[src/verilog/hmpc_defs.svh]
// constants of the halt mode power controller
`ifndef HMPC_DEFS_SVH
`define HMPC_DEFS_SVH

// register indices on the plain register port
`define HMPC_REG_CTRL       4'h0
`define HMPC_REG_STATUS     4'h1

// control register fields
`define HMPC_CTRL_OIE       0
`define HMPC_CTRL_DLY_LONG  1
`define HMPC_CTRL_WDG_OPT   2

// control register reset values
`define HMPC_RST_OIE        1'b0
`define HMPC_RST_DLY_LONG   1'b0
`define HMPC_RST_WDG_OPT    1'b0

// status register fields
`define HMPC_STAT_STATE_LSB 0
`define HMPC_STAT_PW_BUSY   3
`define HMPC_STAT_MASK_LSB  4

// interrupt mask level values
`define HMPC_MASK_RESET     2'b11
`define HMPC_MASK_HALT      2'b10

// wake stabilize delay in cpu cycles, and reference clocks per cpu cycle
`define HMPC_DLY_SHORT_TCPU 256
`define HMPC_DLY_LONG_TCPU  4096
`define HMPC_CPU_PER_REF    1
`define HMPC_DLY_SHORT_CYC  (`HMPC_DLY_SHORT_TCPU * `HMPC_CPU_PER_REF)
`define HMPC_DLY_LONG_CYC   (`HMPC_DLY_LONG_TCPU * `HMPC_CPU_PER_REF)

`endif

[src/verilog/hmpc_pkg.sv]
// types of the halt mode power controller
package hmpc_pkg;

    typedef enum logic [2:0]
    {
        HMPC_RUN   = 3'b000,
        HMPC_AHALT = 3'b001,
        HMPC_HALT  = 3'b010,
        HMPC_STAB  = 3'b011,
        HMPC_RHALT = 3'b100
    } hmpc_state_e;

    typedef logic [12:0] hmpc_cnt_t;

endpackage

[src/verilog/hmpc_halt_ctrl.sv]
// halt and active-halt power controller with wake logic
// What this block does
// RULE_01: halt with oscillator irq enable enters active-halt
// RULE_02: halt with enable clear enters full halt
// RULE_03: active-halt wakes on rtc, listed irq, reset
// RULE_04: irq wake from active-halt: no stabilize wait
// RULE_05: halt entry forces mask level to 10
// RULE_06: pending wake irq at entry wakes at once
// RULE_07: active-halt keeps only oscillator and rtc clocked
// RULE_08: enable set: halt with watchdog gives no reset
// RULE_09: software keeps enable set during post-wake delay
// RULE_10: early enable clear: full halt for remaining delay
// RULE_11: full halt wakes on reset or listed irq
// RULE_12: full halt wake restarts oscillator, waits delay
// RULE_13: full halt stops oscillator, cpu and peripherals
// RULE_14: watchdog halt option allows watchdog reset on halt
// RULE_15: service pushes mask, sets priority, pop restores
// RULE_16: software avoids halt opcode byte in constants
// RULE_17: software may clear pending flags before halting
// RULE_18: wake sources synchronized before stabilize count
`timescale 1ns/1ns
`include "hmpc_defs.svh"

module hmpc_halt_ctrl
    import hmpc_pkg::*;
#(
    parameter int N_EXT = 4
)
(
    // clock and reset
    input  wire logic             ref_clk_i,
    input  wire logic             rst_i,
    // register port
    input  wire logic [3:0]       addr_i,
    input  wire logic [7:0]       wdata_i,
    input  wire logic             wr_i,
    input  wire logic             rd_i,
    output logic      [7:0]       rdata_o,
    // cpu core
    input  wire logic             halt_exec_i,
    input  wire logic [1:0]       irq_prio_i,
    input  wire logic             iret_i,
    output logic      [1:0]       cc_mask_o,
    output logic      [1:0]       stacked_mask_o,
    output logic                  svc_o,
    output logic                  reset_fetch_o,
    // wake sources
    input  wire logic             rtc_irq_i,
    input  wire logic [N_EXT-1:0] ext_irq_i,
    input  wire logic             rst_wake_i,
    // watchdog
    input  wire logic             wdg_active_i,
    output logic                  wdg_reset_o,
    // clock gates
    output logic                  osc_run_o,
    output logic                  rtc_clk_en_o,
    output logic                  cpu_clk_en_o,
    output logic                  periph_clk_en_o
);

    if (N_EXT < 1 || N_EXT > 16)
    begin
        $error("hmpc_halt_ctrl: N_EXT out of range");
    end

    localparam hmpc_cnt_t DLY_SHORT = hmpc_cnt_t'(`HMPC_DLY_SHORT_CYC);
    localparam hmpc_cnt_t DLY_LONG  = hmpc_cnt_t'(`HMPC_DLY_LONG_CYC);

    // control bits
    logic              osc_irq_enable;
    logic              dly_long;
    logic              watchdog_halt_option;

    // state
    hmpc_state_e       state;
    hmpc_state_e       next_state;
    hmpc_cnt_t         stab_cnt;
    hmpc_cnt_t         pw_cnt;
    logic              stab_is_rst;
    logic              next_stab_is_rst;
    logic [1:0]        cc_mask;
    logic [1:0]        saved_mask;

    // wake synchronizers: first stage read only by the second
    logic [N_EXT+1:0]  wake_meta;
    logic [N_EXT+1:0]  wake_sync;

    always_ff @(posedge ref_clk_i)
    begin
        if (rst_i)
        begin
            wake_meta <= '0;
            wake_sync <= '0;
        end
        else
        begin
            wake_meta <= {rst_wake_i, rtc_irq_i, ext_irq_i}; // RULE_18
            wake_sync <= wake_meta;                          // RULE_18
        end
    end

    function automatic logic is_halted(input hmpc_state_e s);
        return (s == HMPC_AHALT) || (s == HMPC_HALT) || (s == HMPC_RHALT);
    endfunction

    // wake decode
    wire       ext_any   = |wake_sync[N_EXT-1:0];
    wire       rtc_s     = wake_sync[N_EXT];
    wire       rst_s     = wake_sync[N_EXT+1];
    wire       ah_wake   = rtc_s | ext_any;                          // RULE_03
    wire       h_wake    = ext_any;                                  // RULE_11
    wire       halt_pend = osc_irq_enable ? ah_wake : h_wake;
    wire       run_st    = (state == HMPC_RUN);
    wire       wdg_trip  = wdg_active_i & watchdog_halt_option
                           & ~osc_irq_enable;                        // RULE_08 RULE_14
    wire       halt_go   = run_st & halt_exec_i & ~wdg_trip;
    wire       halt_in   = halt_go & ~halt_pend;
    wire       pend_svc  = halt_go & halt_pend;                      // RULE_06
    wire       ah_irq    = (state == HMPC_AHALT) & ~rst_s & ah_wake; // RULE_04
    wire       stab_done = (state == HMPC_STAB) & (stab_cnt == '0);
    wire       early_clr = run_st & ~osc_irq_enable & (pw_cnt != '0)
                           & ~halt_exec_i;                           // RULE_10
    wire       to_stab   = (next_state == HMPC_STAB) && (state != HMPC_STAB);
    wire       svc_now   = pend_svc | ah_irq | (stab_done & ~stab_is_rst);   // RULE_04 RULE_06
    hmpc_cnt_t dly_cyc;
    assign dly_cyc = dly_long ? DLY_LONG : DLY_SHORT;

    // next state
    always_comb
    begin
        next_state       = state;
        next_stab_is_rst = stab_is_rst;
        unique case (state)
            HMPC_RUN:
            begin
                if (halt_in)
                    next_state = osc_irq_enable ? HMPC_AHALT : HMPC_HALT; // RULE_01 RULE_02
                else if (early_clr)
                    next_state = HMPC_RHALT;                              // RULE_10
            end
            HMPC_AHALT:
            begin
                if (rst_s)
                begin
                    next_state       = HMPC_STAB;
                    next_stab_is_rst = 1'b1;
                end
                else if (ah_wake)
                    next_state = HMPC_RUN;                                // RULE_04
            end
            HMPC_HALT:
            begin
                if (rst_s || h_wake)
                begin
                    next_state       = HMPC_STAB;                         // RULE_12
                    next_stab_is_rst = rst_s;
                end
            end
            HMPC_STAB:
            begin
                if (stab_cnt == '0)
                    next_state = HMPC_RUN;                                // RULE_12
            end
            HMPC_RHALT:
            begin
                if (pw_cnt == '0)
                    next_state = HMPC_RUN;                                // RULE_10
            end
            default:
                next_state = HMPC_RUN;
        endcase
    end

    always_ff @(posedge ref_clk_i)
    begin
        if (rst_i)
        begin
            state       <= HMPC_RUN;
            stab_is_rst <= 1'b0;
        end
        else
        begin
            state       <= next_state;
            stab_is_rst <= next_stab_is_rst;
        end
    end

    // stabilize counter: loaded on the way in, exits after dly_cyc cycles
    always_ff @(posedge ref_clk_i)
    begin
        if (rst_i)
            stab_cnt <= '0;
        else if (to_stab)
            stab_cnt <= dly_cyc - hmpc_cnt_t'(1); // RULE_12
        else if (stab_cnt != '0)
            stab_cnt <= stab_cnt - hmpc_cnt_t'(1);
    end

    // post-wake delay after an interrupt exit of active-halt
    always_ff @(posedge ref_clk_i)
    begin
        if (rst_i)
            pw_cnt <= '0;
        else if (ah_irq)
            pw_cnt <= dly_cyc;                // RULE_09
        else if (pw_cnt != '0)
            pw_cnt <= pw_cnt - hmpc_cnt_t'(1);
    end

    // cpu handshakes
    always_ff @(posedge ref_clk_i)
    begin
        if (rst_i)
        begin
            svc_o         <= 1'b0;
            reset_fetch_o <= 1'b0;
            wdg_reset_o   <= 1'b0;
        end
        else
        begin
            svc_o         <= svc_now;                                        // RULE_04 RULE_06
            reset_fetch_o <= stab_done & stab_is_rst;                        // RULE_12
            wdg_reset_o   <= run_st & halt_exec_i & wdg_trip;                // RULE_14
        end
    end

    // interrupt mask level, stacked on service and restored on return
    always_ff @(posedge ref_clk_i)
    begin
        if (rst_i)
        begin
            cc_mask    <= `HMPC_MASK_RESET;
            saved_mask <= `HMPC_MASK_RESET;
        end
        else if (svc_now)
        begin
            saved_mask <= halt_go ? `HMPC_MASK_HALT : cc_mask; // RULE_15
            cc_mask    <= irq_prio_i;                          // RULE_15
        end
        else if (halt_in)
            cc_mask    <= `HMPC_MASK_HALT;                     // RULE_05
        else if (iret_i)
            cc_mask    <= saved_mask;                          // RULE_15
    end

    assign cc_mask_o      = cc_mask;
    assign stacked_mask_o = saved_mask;

    // clock gating from the state
    // the rtc counter runs off the oscillator, so it stops with it
    wire   full_stop       = is_halted(state) && (state != HMPC_AHALT);
    assign osc_run_o       = ~full_stop;                                    // RULE_13
    assign rtc_clk_en_o    = ~full_stop;                                    // RULE_07
    assign cpu_clk_en_o    = (state == HMPC_RUN);                           // RULE_07 RULE_13
    assign periph_clk_en_o = (state == HMPC_RUN);                           // RULE_07 RULE_13

    // register port
    wire       sel_ctrl = (addr_i == `HMPC_REG_CTRL);
    wire       sel_stat = (addr_i == `HMPC_REG_STATUS);
    wire [7:0] ctrl_rd  = {5'h00, watchdog_halt_option, dly_long, osc_irq_enable};
    wire [7:0] stat_rd  = {2'h0, cc_mask, (pw_cnt != '0), state};

    always_ff @(posedge ref_clk_i)
    begin
        if (rst_i)
        begin
            osc_irq_enable       <= `HMPC_RST_OIE;
            dly_long             <= `HMPC_RST_DLY_LONG;
            watchdog_halt_option <= `HMPC_RST_WDG_OPT;
        end
        else if (wr_i && sel_ctrl)
        begin
            osc_irq_enable       <= wdata_i[`HMPC_CTRL_OIE];
            dly_long             <= wdata_i[`HMPC_CTRL_DLY_LONG];
            watchdog_halt_option <= wdata_i[`HMPC_CTRL_WDG_OPT];
        end
    end

    always_ff @(posedge ref_clk_i)
    begin
        if (rst_i)
            rdata_o <= 8'h00;
        else if (rd_i)
            rdata_o <= sel_ctrl ? ctrl_rd : (sel_stat ? stat_rd : 8'h00);
        else
            rdata_o <= 8'h00;
    end
endmodule

[config.mk]
export PLATFORM = sky130hd
export DESIGN_NAME = hmpc_halt_ctrl
export DESIGN_NICKNAME = d
export VERILOG_FILES = /design/src/verilog/hmpc_pkg.sv /design/src/verilog/hmpc_halt_ctrl.sv
export VERILOG_INCLUDE_DIRS = /design/src /design/src/verilog
export SDC_FILE = /design/constraint.sdc
export NUM_CORES = 1
export LEC_CHECK = 0
export BUFFER_PORTS_ARGS = -buffer_cell sky130_fd_sc_hd__buf_4
export CAP_MARGIN = 20
export CORE_MARGIN = 2
export CORE_UTILIZATION = 45
export CTS_CLUSTER_DIAMETER = 40
export DETAILED_ROUTE_END_ITERATION = 6
export PLACE_DENSITY_LB_ADDON = 0.2
export SLEW_MARGIN = 25
export SYNTH_ARGS = -nofsm -noshare
export SYNTH_HDL_FRONTEND = slang
export SYNTH_SLANG_ARGS = --single-unit
[constraint.sdc]
create_clock -name ref_clk_i -period 6.71 [get_ports ref_clk_i]
set_input_delay 0.3355 -clock ref_clk_i [delete_from_list [all_inputs] [get_ports ref_clk_i]]
set_output_delay 0.3355 -clock ref_clk_i [all_outputs]
set_load 0.1 [all_outputs]
==> impl_metrics.toml <==
[outcome]
run_status = "finished clean"

[worst_setup_path]
reg2reg_slack_ps = 2840
crit_path_cell_trace = "inv_1, ha_1, or3b_2, or2_4, or4_1, a22o_1, nand2_1, ha_1, nand3_1, or4_1, a311oi_2"
regToRegEndpoint = "stab_cnt[12]"
cp-start-kind = "register"
worst-path-max-fanout = 21
worstPathRequired_ps = 6950
regToRegStartpoint = "pw_cnt[0]"
cp_slowest_stage_delay_ps = 490
reg2reg_depth = 11
crit_type = "reg2reg"
cp_data_arrival_time_ps = 4110
worstSetupEndpointType = "register"
slowest_stage = "or4_1"

[sta]
slew_at_the_pin_closest_to_its_max_slew_limit_ps = 804
finalSetupViolations = 0
finalClockSkew_ps = 8.35
max-slew-margin-rel = 0.459
post-route-min-period_ps = 3870
rsz_0062_raised_after_global_routing = "false"
total_count_of_hold_check_failures_in_the_final_report = 0
finalCritPeriodShare = 0.576
final-max-slew-violation-count = 0
hold-worst-slack_ps = 214
fmax_ghz = 0.259
setup-tns-final_ps = 0

[clock_network]
post-cts-setup-buffers = 0
postCtsHoldBufs = 0
post_cts_resized = 0
clock_latency_on_the_worst_skew_pair_ps = 330
cts_max_level = 3
cts_tree = "built"
cts.sinks = 58
ctsRootBufferMaster = "clkbuf_8"
cts-root-to-sink-buffers = 2
cts-buffers-inserted = 9
worst_setup_hold_path_clk_slew_ps = 70

[min_path]
whs_endpoint = "wake_meta[2]"
worst_hold_path_type = "in2reg"
worstHoldPathCells = 2
min_from = "ext_irq_i[2]"

[placement]
routabilityCongestion = 0.858
io_buffer_count = 38
place.detailed.instances = 382
dpl_cell_area_um2 = 2900
dp_hpwl_mm = 3.82

[logic_synthesis]
post_synth_num_cell_types = 55
postSynthCellCount = 293
syn_area_um2 = 2640
synthTopCellsByArea = "dfxtp_1 44%, nor2_1 5.4%, nor2b_1 3.3%, xnor2_1 3.3%, a21oi_1 2.8%"
yosys_most_used_dff = "dfxtp_1"
synth-edff-count = 0
yosysWarningCount = 0
async_flop_share = 0
ys_seq_elements = 58
yosysSeqAreaShare = 0.440
post-synth-top-area-fraction = 0.440
synthesis.area_per_instance_um2 = 9.01
synthDominantAreaCellType = "dfxtp_1"

[cells_and_area]
layout.cells.non_filler = 398
multi_input_comb_area_um2 = 1330
final_net_count = 350
syn2layout_area_growth_pct = 17.9
most-common-layout-cells = "58 x dfxtp_1, 39 x buf_4, 38 x nor2_1, 15 x a21oi_1, 14 x nor2b_1"
drive_gt1_frac = 0.196
fillCellCount = 533
antenna_cells_inserted = 0
layout.cells.most_common = "dfxtp_1"
fin_area_um2 = 3110
seq_area_um2 = 1160

[run]
drv_cap = 0

[floorplanning]
standard_cell_rows = 27
fp.dieArea_um2 = 6500
core_region_area_um2 = 5570
num_io_pins = 46
chipHeight_um = 80.6
die_w_um = 80.6
initial_utilization = 0.474

[power_and_ir_drop]
p_int_uw = 857
power_density_nw_per_um2 = 463
power.switching_uw = 585
netSwitchingFraction = 0.406
sequential_share_of_power = 0.335
maximum_vdd_drop_uv = 298
combinationalPowerShare = 0.426
clockPowerShare = 0.239
p_leak_nw = 1.30

[routing]
wl_per_cell_um = 13.6
drtAntennaViolNets = 0
route.vias.total = 2191
dr.first_iter.drc_count = 96
drc_errors = 0
via_per_inst = 5.51
detailedRoute.firstPassIterationCount = 4
routed_wl_mm = 5.41

[grt]
globalRouteTotalUtil = 0.188
grt_max_degree = 48
first_global_vias = 2136
antenna_found_initial = 0
grt_first_pass_wirelength_mm = 9.39
globalRouteOverflowTotal = 0
## critical path, delay by kind of cell (launching register included)
| family | cells | cell delay [ps] |
|---|---|---|
| simple gates | 6 | 2040 |
| compound gates | 2 | 720 |
| fa+ha+maj | 2 | 580 |
| flops | 1 | 320 |
| buf+inv | 1 | 100 |
## cells by family (layout without fill, tap and decap cells)
logic type                 after synthesis  in the layout  synth area share
muxes                                    7              7            0.0270
xor gates and xnor gates                17             17            0.0564
buffers and inverters                   30             62            0.0569
adders and majority gates                2              2           0.00948
and+or+nand+nor                        125            125             0.263
other                                    1              2           0.00142
AOI/OAI and AO/OA                       53             53             0.146
DFF                                     58             58             0.440
## registers in the layout, summed over array words and instances (netlist names), 2 cells and up
signal / cells
cc_mask_o: 2
pw_cnt: 13
rdata_o: 6
stab_cnt: 13
stacked_mask_o: 2
state: 3
wake_meta: 6
wake_sync: 6
## power groups by stage
stage                     logic, mW  registers (mW)  clock network, mW
after global routing          0.683           0.494              0.367
after CTS                     0.615           0.482              0.352
after floorplan               0.515           0.476                  0
after global placement        0.600           0.487                  0
after detailed placement      0.610           0.489                  0
final                         0.614           0.484              0.345
## per-layer routing
metal / wire length, µm / part of all wire / global-route usage
met5: 0 / 0 / 0
met4: 78 / 0.014 / 0.0847
met3: 222 / 0.041 / 0.0596
met2: 2570 / 0.47 / 0.308
met1: 2540 / 0.47 / 0.223
## synthesized netlist by cell type (2+ instances only)
library cell and n:
o21ai_0 6, o211ai_1 3, or3_1 3, nor3_1 11, mux2i_1 6, nand3_1 6, or4_1 10, o21a_1 2
nor4_1 7, buf_4 6, a221oi_1 2, nor2_1 38, dfxtp_1 58, xor2_1 7, or3b_2 2, clkbuf_1 13
and3_1 3, ha_1 2, a211oi_1 5, nor3b_1 2, a211oi_2 3, nand3b_1 2, buf_6 2, nand2_1 10
nor4b_1 2, nand4b_1 2, buf_1 2, a22o_1 2, xnor2_1 10, nor2b_1 14, o22ai_1 2, o31ai_1 3
nand2b_1 4, inv_1 7, a21oi_1 15, and4b_1 2
## layout make-up
type	instances	area share
timing repair buffer	39	0.0941
multi-input combinational	206	0.428
clock buffer	11	0.0422
clock inverter	5	0.0253
sequential	58	0.373
tap	72	0.0289
inverter	7	0.00844
## stage by stage
step / setup WS, ps / util / total power [mW]
6_report: 2840 / 0.558 / 1.44
5_1_grt: 2540 / 0.558 / 1.54
4_1_cts: 2820 / 0.558 / 1.45
3_5_place_dp: 2850 / 0.521 / 1.10
3_3_place_gp: 2900 / 0.521 / 1.09
2_1_floorplan: 3010 / - / 0.991
## how the worst max path moves through the flow
stage                          from           end  slack, ps
after global placement    pw_cnt[0]  stab_cnt[12]       2900
after CTS                 pw_cnt[0]  stab_cnt[12]       2820
after global routing      pw_cnt[0]   stab_cnt[8]       2540
after floorplan            state[2]      state[0]       3010
final                     pw_cnt[0]  stab_cnt[12]       2840
after detailed placement  pw_cnt[0]  stab_cnt[12]       2850
(Power assumes the default switching activity.)
